`config.mk`:
```
export PLATFORM = sky130hd
export DESIGN_NAME = wt_timer
export DESIGN_NICKNAME = d
export VERILOG_FILES = /design/src/hw/wt_timer.v
export VERILOG_INCLUDE_DIRS = /design/src /design/src/include
export SDC_FILE = /design/constraint.sdc
export NUM_CORES = 1
export LEC_CHECK = 0
export BUFFER_PORTS_ARGS = -buffer_cell sky130_fd_sc_hd__buf_2
export CORE_UTILIZATION = 41
export CTS_CLUSTER_SIZE = 20
export DETAILED_ROUTE_END_ITERATION = 10
export GPL_ROUTABILITY_DRIVEN = 0
export PLACE_DENSITY = 0.7
export SETUP_SLACK_MARGIN = 0.15
export SYNTH_ARGS = -nofsm -noshare
export SYNTH_HDL_FRONTEND = slang
export SYNTH_SLANG_ARGS = --single-unit
```
`constraint.sdc`:
```
create_clock -name clk -period 2.39 [get_ports clk]
set_clock_uncertainty 0.2 [all_clocks]
set_input_delay 0.478 -clock clk [delete_from_list [all_inputs] [get_ports clk]]
set_output_delay 0.478 -clock clk [all_outputs]
set_load 0.05 [all_outputs]
```
`src/include/wt_timer_map.vh`:
```
`ifndef WT_TIMER_MAP_VH
`define WT_TIMER_MAP_VH
// register addresses
`define WT_ADDR_T0_CTRL 8'hd2
`define WT_ADDR_BT_CTRL 8'hd3
`define WT_ADDR_BT_COUNT 8'hfd
`define WT_ADDR_T0_REF 8'hd1
`define WT_ADDR_T0_COUNT 8'hd0
`define WT_ADDR_P3_CTRL 8'hef
// reset values
`define WT_RST_T0_CTRL 8'h00
`define WT_RST_BT_CTRL 8'h00
`define WT_RST_P3_CTRL 8'h00
// basic timer control fields
`define WT_BT_WD_OFF_CODE 4'ha
`define WT_BT_CLR_DIV_BIT 0
`define WT_BT_CLR_CNT_BIT 1
`define WT_BT_SEL_4096 2'b00
`define WT_BT_SEL_1024 2'b01
`define WT_BT_SEL_128 2'b10
`define WT_BT_SEL_16384 2'b11
// timer 0 control fields
`define WT_T0_PEND_BIT 0
`define WT_T0_MIE_BIT 1
`define WT_T0_OIE_BIT 2
`define WT_T0_CLR_BIT 3
`define WT_T0_MODE_INTERVAL 2'b00
`define WT_T0_MODE_CAP_RISE 2'b01
`define WT_T0_MODE_CAP_FALL 2'b10
`define WT_T0_MODE_PWM 2'b11
`define WT_T0_SEL_4096 2'b00
`define WT_T0_SEL_256 2'b01
`define WT_T0_SEL_8 2'b10
`define WT_T0_SEL_EXT 2'b11
`define WT_P3_CAP_SEL_BIT 2
// interrupt vectors
`define WT_VEC_T0_OVF 8'hfa
`define WT_VEC_T0_MATCH 8'hfc
// divider tap masks (divide by mask + 1)
`define WT_MASK_16384 14'h3fff
`define WT_MASK_4096 14'h0fff
`define WT_MASK_1024 14'h03ff
`define WT_MASK_256 14'h00ff
`define WT_MASK_128 14'h007f
`define WT_MASK_8 14'h0007
`endif

```
`src/hw/wt_timer.v`:
```
// Function
// - reset clears basic control, watchdog on, div4096
// - watchdog off only with upper nibble 1010
// - basic counter overflow with watchdog on resets
// - writing bit 1 clears basic counter
// - stop release restarts oscillator, selects stabilization rate
// - cpu clock gated until counter bit 3 overflows
// - reset clears timer0 control: interval, div4096, irqs off
// - writing bit 3 clears timer0 counter
// - overflow irq, vector FA, cleared on service
// - bit 1 enables match irq, vector FC
// - bit 0 shows match pending, software clears
// - interval match raises irq, clears counter
// - interval match toggles output pin
// - pwm counter wraps freely, match no clear
// - pwm out low while ref <= counter
// - capture edge loads counter into reference
// - port3 bit 2 routes pin to capture
// - capture mode raises overflow and capture irqs
// - basic prescaler 16384/4096/1024/128, counter read-only
// - timer0 clock div 4096/256/8 or external
`timescale 1ns/1ps
`default_nettype none
`include "wt_timer_map.vh"

module wt_timer (
  input wire clk,
  input wire sys_rst,
  input wire [7:0] reg_addr,
  input wire reg_wr,
  input wire reg_rd,
  input wire [7:0] reg_wdata,
  output reg [7:0] reg_rdata,
  input wire stop_enter,
  input wire stop_release_reset,
  input wire stop_release_ext,
  output wire osc_enable,
  output wire cpu_clock_enable,
  output reg watchdog_reset,
  input wire timer0_ext_clock_in,
  input wire timer0_capture_in,
  output reg timer0_pwm_out,
  output wire timer0_overflow_irq,
  input wire timer0_overflow_ack,
  output wire timer0_match_capture_irq,
  output wire [7:0] timer0_overflow_vector,
  output wire [7:0] timer0_match_vector
);

  ////////////////////////////////////////////////////////////////
  // register state
  reg [7:0] bt_ctrl_reg; // basic timer control, bits 1:0 unused
  reg [7:0] bt_cnt_reg; // basic timer counter
  reg [13:0] bt_div_reg; // basic timer prescaler
  reg [7:0] t0_ctrl_reg; // timer0 control
  reg [7:0] t0_cnt_reg; // timer0 counter
  reg [7:0] t0_ref_reg; // timer0 reference / capture data
  reg [11:0] t0_div_reg; // timer0 prescaler
  reg [7:0] p3_ctrl_reg; // port3 control, only capture select used
  reg t0_ovf_pend_reg; // overflow pending
  reg ext_prev_reg; // previous external clock level
  reg cap_prev_reg; // previous capture pin level
  reg stop_reg; // oscillator stopped
  reg stab_reg; // stabilization in progress
  reg stab_fixed_reg; // stabilization at fixed div4096 rate

  ////////////////////////////////////////////////////////////////
  // write decode
  wire wr_bt = reg_wr && (reg_addr == `WT_ADDR_BT_CTRL);
  wire wr_t0 = reg_wr && (reg_addr == `WT_ADDR_T0_CTRL);
  wire wr_ref = reg_wr && (reg_addr == `WT_ADDR_T0_REF);
  wire wr_p3 = reg_wr && (reg_addr == `WT_ADDR_P3_CTRL);

  ////////////////////////////////////////////////////////////////
  // basic timer clock select
  wire [1:0] bt_sel = bt_ctrl_reg[3:2];
  // stabilization after reset release forces div4096
  wire [1:0] bt_sel_eff = (stab_reg && stab_fixed_reg) ? `WT_BT_SEL_4096 : bt_sel;
  reg [13:0] bt_mask;

  // tap mask for the selected basic timer rate
  always @* begin
    bt_mask = `WT_MASK_4096;
    case (bt_sel_eff)
      `WT_BT_SEL_1024: bt_mask = `WT_MASK_1024;
      `WT_BT_SEL_128: bt_mask = `WT_MASK_128;
      `WT_BT_SEL_16384: bt_mask = `WT_MASK_16384;
      default: bt_mask = `WT_MASK_4096;
    endcase
  end

  // prescaler frozen while the oscillator is stopped
  wire bt_tick = !stop_reg && ((bt_div_reg & bt_mask) == bt_mask);
  wire wd_enable = (bt_ctrl_reg[7:4] != `WT_BT_WD_OFF_CODE);
  wire bt_wrap = bt_tick && (bt_cnt_reg == 8'hff);
  wire bt_bit3_ovf = bt_tick && (bt_cnt_reg[3:0] == 4'hf);

  assign osc_enable = !stop_reg;
  assign cpu_clock_enable = !stop_reg && !stab_reg;

  ////////////////////////////////////////////////////////////////
  // basic timer control register, clear bits 1:0 read back zero
  always @(posedge clk) begin
    if (sys_rst) begin
      bt_ctrl_reg <= `WT_RST_BT_CTRL;
    end else if (wr_bt) begin
      bt_ctrl_reg <= {reg_wdata[7:2], 2'b00};
    end
  end

  // basic timer prescaler
  always @(posedge clk) begin
    if (sys_rst) begin
      bt_div_reg <= 14'h0000;
    end else if (wr_bt && reg_wdata[`WT_BT_CLR_DIV_BIT]) begin
      bt_div_reg <= 14'h0000;
    end else if (!stop_reg) begin
      bt_div_reg <= bt_div_reg + 14'h0001;
    end
  end

  // basic timer counter; software only clears it
  always @(posedge clk) begin
    if (sys_rst) begin
      bt_cnt_reg <= 8'h00;
    end else if (stop_reg && (stop_release_reset || stop_release_ext)) begin
      // gated by stop so a stray release pulse cannot feed the watchdog
      bt_cnt_reg <= 8'h00;
    end else if (wr_bt && reg_wdata[`WT_BT_CLR_CNT_BIT]) begin
      bt_cnt_reg <= 8'h00;
    end else if (bt_tick) begin
      bt_cnt_reg <= bt_cnt_reg + 8'h01;
    end
  end

  // watchdog reset pulse; held off during stabilization
  always @(posedge clk) begin
    if (sys_rst) begin
      watchdog_reset <= 1'b0;
    end else begin
      watchdog_reset <= bt_wrap && wd_enable && !stab_reg;
    end
  end

  ////////////////////////////////////////////////////////////////
  // stop mode and oscillation stabilization
  always @(posedge clk) begin
    if (sys_rst) begin
      stop_reg <= 1'b0;
      stab_reg <= 1'b0;
      stab_fixed_reg <= 1'b0;
    end else if (stop_reg && (stop_release_reset || stop_release_ext)) begin
      // oscillator restarts, cpu waits for counter bit 3
      stop_reg <= 1'b0;
      stab_reg <= 1'b1;
      stab_fixed_reg <= stop_release_reset;
    end else if (stab_reg && bt_bit3_ovf) begin
      stab_reg <= 1'b0;
    end else if (stop_enter && !stab_reg) begin
      stop_reg <= 1'b1;
    end
  end

  ////////////////////////////////////////////////////////////////
  // timer0 clock select
  wire [1:0] t0_sel = t0_ctrl_reg[7:6];
  wire [1:0] t0_mode = t0_ctrl_reg[5:4];
  wire t0_ext_edge = timer0_ext_clock_in && !ext_prev_reg;
  reg t0_tick;

  // one enable pulse per timer0 clock
  always @* begin
    t0_tick = 1'b0;
    case (t0_sel)
      `WT_T0_SEL_256: t0_tick = ({6'h00, t0_div_reg[7:0]} == `WT_MASK_256);
      `WT_T0_SEL_8: t0_tick = ({11'h000, t0_div_reg[2:0]} == `WT_MASK_8);
      `WT_T0_SEL_EXT: t0_tick = t0_ext_edge;
      default: t0_tick = ({2'b00, t0_div_reg} == `WT_MASK_4096);
    endcase
  end

  // mode decode; edge select lives in the mode field
  wire mode_pwm = (t0_mode == `WT_T0_MODE_PWM);
  wire mode_cap = (t0_mode == `WT_T0_MODE_CAP_RISE) || (t0_mode == `WT_T0_MODE_CAP_FALL);
  wire mode_int = (t0_mode == `WT_T0_MODE_INTERVAL);
  wire cap_pin = p3_ctrl_reg[`WT_P3_CAP_SEL_BIT] && timer0_capture_in;
  wire cap_rise = cap_pin && !cap_prev_reg;
  wire cap_fall = !cap_pin && cap_prev_reg;
  wire cap_edge = (t0_mode == `WT_T0_MODE_CAP_RISE) ? cap_rise : cap_fall;
  wire cap_event = mode_cap && cap_edge;
  wire t0_clr = wr_t0 && reg_wdata[`WT_T0_CLR_BIT];
  wire t0_match = t0_tick && (t0_cnt_reg == t0_ref_reg);
  wire t0_wrap = t0_tick && (t0_cnt_reg == 8'hff) && !(mode_int && t0_match);
  // match in interval/pwm, load in capture
  wire t0_mc_set = cap_event || (t0_match && !mode_cap);

  ////////////////////////////////////////////////////////////////
  // timer0 prescaler and edge history
  always @(posedge clk) begin
    if (sys_rst) begin
      t0_div_reg <= 12'h000;
      ext_prev_reg <= 1'b0;
      cap_prev_reg <= 1'b0;
    end else begin
      t0_div_reg <= t0_div_reg + 12'h001;
      ext_prev_reg <= timer0_ext_clock_in;
      cap_prev_reg <= cap_pin;
    end
  end

  // timer0 counter
  always @(posedge clk) begin
    if (sys_rst) begin
      t0_cnt_reg <= 8'h00;
    end else if (t0_clr) begin
      t0_cnt_reg <= 8'h00;
    end else if (t0_tick) begin
      if (mode_int && t0_match) begin
        t0_cnt_reg <= 8'h00;
      end else begin
        t0_cnt_reg <= t0_cnt_reg + 8'h01;
      end
    end
  end

  // reference register; a capture beats a software write
  always @(posedge clk) begin
    if (sys_rst) begin
      t0_ref_reg <= 8'hff;
    end else if (cap_event) begin
      t0_ref_reg <= t0_cnt_reg;
    end else if (wr_ref) begin
      t0_ref_reg <= reg_wdata;
    end
  end

  // timer0 control; pending set wins over a clearing write
  always @(posedge clk) begin
    if (sys_rst) begin
      t0_ctrl_reg <= `WT_RST_T0_CTRL;
    end else begin
      if (wr_t0) begin
        t0_ctrl_reg[7:1] <= {reg_wdata[7:4], 1'b0, reg_wdata[2:1]};
      end
      if (t0_mc_set) begin
        t0_ctrl_reg[`WT_T0_PEND_BIT] <= 1'b1;
      end else if (wr_t0 && !reg_wdata[`WT_T0_PEND_BIT]) begin
        t0_ctrl_reg[`WT_T0_PEND_BIT] <= 1'b0;
      end
    end
  end

  // overflow pending, cleared by the service acknowledge
  always @(posedge clk) begin
    if (sys_rst) begin
      t0_ovf_pend_reg <= 1'b0;
    end else if (t0_wrap) begin
      t0_ovf_pend_reg <= 1'b1;
    end else if (timer0_overflow_ack) begin
      t0_ovf_pend_reg <= 1'b0;
    end
  end

  assign timer0_overflow_irq = t0_ovf_pend_reg && t0_ctrl_reg[`WT_T0_OIE_BIT];
  assign timer0_match_capture_irq = t0_ctrl_reg[`WT_T0_PEND_BIT] &&
                                    t0_ctrl_reg[`WT_T0_MIE_BIT];
  assign timer0_overflow_vector = `WT_VEC_T0_OVF;
  assign timer0_match_vector = `WT_VEC_T0_MATCH;

  ////////////////////////////////////////////////////////////////
  // timer0 output pin
  always @(posedge clk) begin
    if (sys_rst) begin
      timer0_pwm_out <= 1'b0;
    end else if (mode_pwm) begin
      timer0_pwm_out <= (t0_ref_reg > t0_cnt_reg);
    end else if (mode_int && t0_match) begin
      timer0_pwm_out <= !timer0_pwm_out;
    end
  end

  ////////////////////////////////////////////////////////////////
  // port3 control, only the capture route bit acts here
  always @(posedge clk) begin
    if (sys_rst) begin
      p3_ctrl_reg <= `WT_RST_P3_CTRL;
    end else if (wr_p3) begin
      p3_ctrl_reg <= reg_wdata;
    end
  end

  ////////////////////////////////////////////////////////////////
  // read data, one cycle after the read strobe; unmapped reads zero
  always @(posedge clk) begin
    if (sys_rst) begin
      reg_rdata <= 8'h00;
    end else if (reg_rd) begin
      if (reg_addr == `WT_ADDR_BT_CTRL) begin
        reg_rdata <= bt_ctrl_reg;
      end else if (reg_addr == `WT_ADDR_BT_COUNT) begin
        reg_rdata <= bt_cnt_reg;
      end else if (reg_addr == `WT_ADDR_T0_CTRL) begin
        reg_rdata <= t0_ctrl_reg;
      end else if (reg_addr == `WT_ADDR_T0_COUNT) begin
        reg_rdata <= t0_cnt_reg;
      end else if (reg_addr == `WT_ADDR_T0_REF) begin
        reg_rdata <= t0_ref_reg;
      end else if (reg_addr == `WT_ADDR_P3_CTRL) begin
        reg_rdata <= p3_ctrl_reg;
      end else begin
        reg_rdata <= 8'h00;
      end
    end
  end

endmodule
`default_nettype wire

```
==> impl_results.md <==
- Final setup fails: 0
- Synth Register Bits: 87
- Final #Nets: 633
- Max Slew Vio Count: 0
- H-tree Lvls: 3
- Post-DP HPWL: 8850 µm
- Predominant post-synthesis flop cell: dfxtp_1
- MaxCap Viol Count: 0
- Row cnt: 38
- Synth Cell Area: 4670 µm²
- Most common cell after layout, fill and taps aside: dfxtp_1
- N_diodes: 0
- Total power: 0.00326 W
- Largest register FFs: 14
- Period minus WS final: 2.26 ns
- CP Class: register to register
- Die height: 109 µm
- Hold Buf Count CTS: 0
- Sequential element share of the synthesized area: 37.3%
- Routed wire length: 11500 µm
- DRC violation count after routing: 0
- Root buffer cell: clkbuf_16
- Antenna violations before repair: 0
- Reg clk slew, reported paths: 0.06 ns
- Sink Count: 87
- Largest net degree at the start of global routing: 23
- Pre-antenna DRT Iters: 4
- Path depth of the worst reg2reg path: 8
- R2r setup slk: 0.13 ns
- Max VDD drop: 0.489 mV
- Worst path top cell family by delay: simple AND/OR/NAND/NOR gates
- Vias in the first global route: 3869
- CTS tree: yes
- Hold path depth: 2
- GRT Residual Overflow: 0
- Synth top area share: 37.3%
- Setup ws final: 0.131 ns
- Worst path slowest cell: or4_4
- Syn Inst Count: 518
- Worst-skew pair later-pin latency: 0.34 ns
- Post-route ant nets: 0
- CTS buffer count: 9
- Critical Path, Cell by Cell: nand2_4 > and2_4 > ha_4 > a21oi_4 > a211oi_2 > nand4_1 > or4_4 > a21oi_2
- Crit path max fanout: 4
- Yosys cell types: 77
- Worst slew pin tran: 0.521 ns
- Synth Warn #: 0
- Hold/Removal Path Class: input port to register
- Die ar.: 11800 µm²
- Number of synthesized flops with an enable pin: 0
- Iter 0 DRT Violations: 247
- CP max stage delay: 0.55 ns
- Clk buf depth: 2
- Initial Util: 42.5%
- Final cell count without fillers: 733
- Lkg Pwr: 2.29 nW
- Final hold violation count: 0
- CP Launch Type: register
- RSZ-0062 raised after global routing: true
- Global-route wire length before repair: 18500 µm
- Required time worst endpoint: 2.47 ns
- Layout Area Growth over Synthesis: 20.2%
- Vias: 4020
- Power Density: 580 nW/µm²
- Mean area per synthesized cell: 9.02 µm²
- Min-Delay Endpoint: ext_prev_reg
- Leading cell types in the layout, fill and taps excluded: dfxtp_1 (84), nor2_1 (66), buf_2 (39), buf_4 (39), nand2_1 (34)
- Pre-CTS worst setup slack: -0.0950 ns
- RR Endpoint: bt_cnt_reg[7]
- Largest area contributor in the netlist: dfxtp_1
- Vias per cell: 5.48
- Final Cycle Share: 94.5%
- Critical path arrival: 2.34 ns
- Gr usage total: 20.4%
- Core Area: 11000 µm²
- Status: complete, no violations
- Asr flop ratio synth: 0%
- Io pins: 56
- Placed insts: 716
- Beginning of the worst register-to-register path: stab_reg
- Worst path bufs/invs: 0
- Chip width: 109 µm
- Hold path startpoint: timer0_ext_clock_in
- Max_slew headroom: 65.0%
- Layout cells sized above 1: 24.5%
- Worst Setup End Kind: register
- Max frequency: 443 MHz
- Per-cell routed wire length: 15.7 µm
- Synth area leaders: dfxtp_1 (37%), mux2i_1 (5.6%), nor2_1 (5.4%)
- Port bufs: 39
==> power breakdown <==
| group | total (W) | switching [W] | leakage [nW] | internal [W] |
|---|---|---|---|---|
| sequential | 0.00149 | 0.0000184 | 0.705 | 0.00147 |
| clock | 0.00149 | 0.000547 | 0.149 | 0.000939 |
| combinational | 0.000281 | 0.000196 | 1.44 | 0.0000853 |
| total | 0.00326 | 0.000761 | 2.29 | 0.00249 |
==> metrics by stage <==
step / cell area [µm²] / hold WS (ns) / util [%] / TNS, ns
detailed placement: 5210 / 0.252 / 47.5 / -0.846
global route: 5620 / 0.213 / 51.1 / 0
CTS: 5540 / 0.185 / 50.4 / 0
global placement: 5210 / 0.243 / 47.5 / -0.470
finish: 5620 / 0.187 / 51.1 / 0
floorplan: 4780 / 0.230 / - / -0.286
==> metal layers <==
layer / GRT usage, % / part of all wire [%] / vias up
li1: - / - / 1961
met5: 0 / 0 / -
met1: 24.2 / 43 / 1923
met2: 35.5 / 49 / 116
met3: 5.08 / 5.5 / 20
met4: 7.34 / 2.0 / 0
==> worst reg2reg max path, cell delays in order (launching register included) <==
cell	delay (ns)
dfxtp_4	0.37
nand2_4	0.05
and2_4	0.17
ha_4	0.26
a21oi_4	0.03
a211oi_2	0.26
nand4_1	0.18
or4_4	0.55
a21oi_2	0.12
==> how the worst max path moves through the flow <==
stage	depth (start not counted)	slack, ns	from	endpoint
finish	8	0.13	stab_reg	bt_cnt_reg[7]
global route	8	0.04	stab_reg	bt_cnt_reg[7]
CTS	8	0.12	stab_reg	bt_cnt_reg[7]
detailed placement	7	-0.1	reg_addr[5]	reg_rdata[7]
global placement	7	-0.05	reg_addr[5]	reg_rdata[7]
floorplan	6	-0.04	reg_addr[5]	t0_ref_reg[6]
==> kinds of logic (layout without fill, tap and decap cells) <==
group,after synthesis,in the layout,share of synthesized area [%]
AOI/OAI and AO/OA,90,90,13.6
xor gates and xnor gates,31,31,5.81
buffers and inverters,49,110,6.61
adders and majority gates,18,18,4.82
muxes,35,35,7.74
other,2,16,0.161
DFF,87,87,37.3
and+or+nand+nor,206,206,24.0
==> cell type report <==
class	count	area, µm²
clock buffers	12	246
well taps	140	175
multi-input cells	396	2790
repair buffers	80	528
inverters	15	56.3
fillers	1010	5370
clock inverters	3	67.6
flip-flops and latches	87	1750
==> synth_stat cells (9+ instances only) <==
master,number
xor2_1,16
ha_1,18
nand2b_1,9
xnor2_1,15
inv_1,14
a21oi_1,25
dfxtp_1,87
nand4_1,11
nand2_1,36
nor2_1,67
o21ai_0,14
nor2b_1,9
buf_4,16
mux2i_1,26
nand3_1,21
mux2_2,9
==> what timing repair did <==
action / 4_1_cts / 5_1_grt
pin swaps: 1 / 9
setup endpoints to repair: 7 / 11
resized for setup: 1 / 16
setup buffers: 1 / 1
No activity file was read; power rests on OpenSTA's default activity.
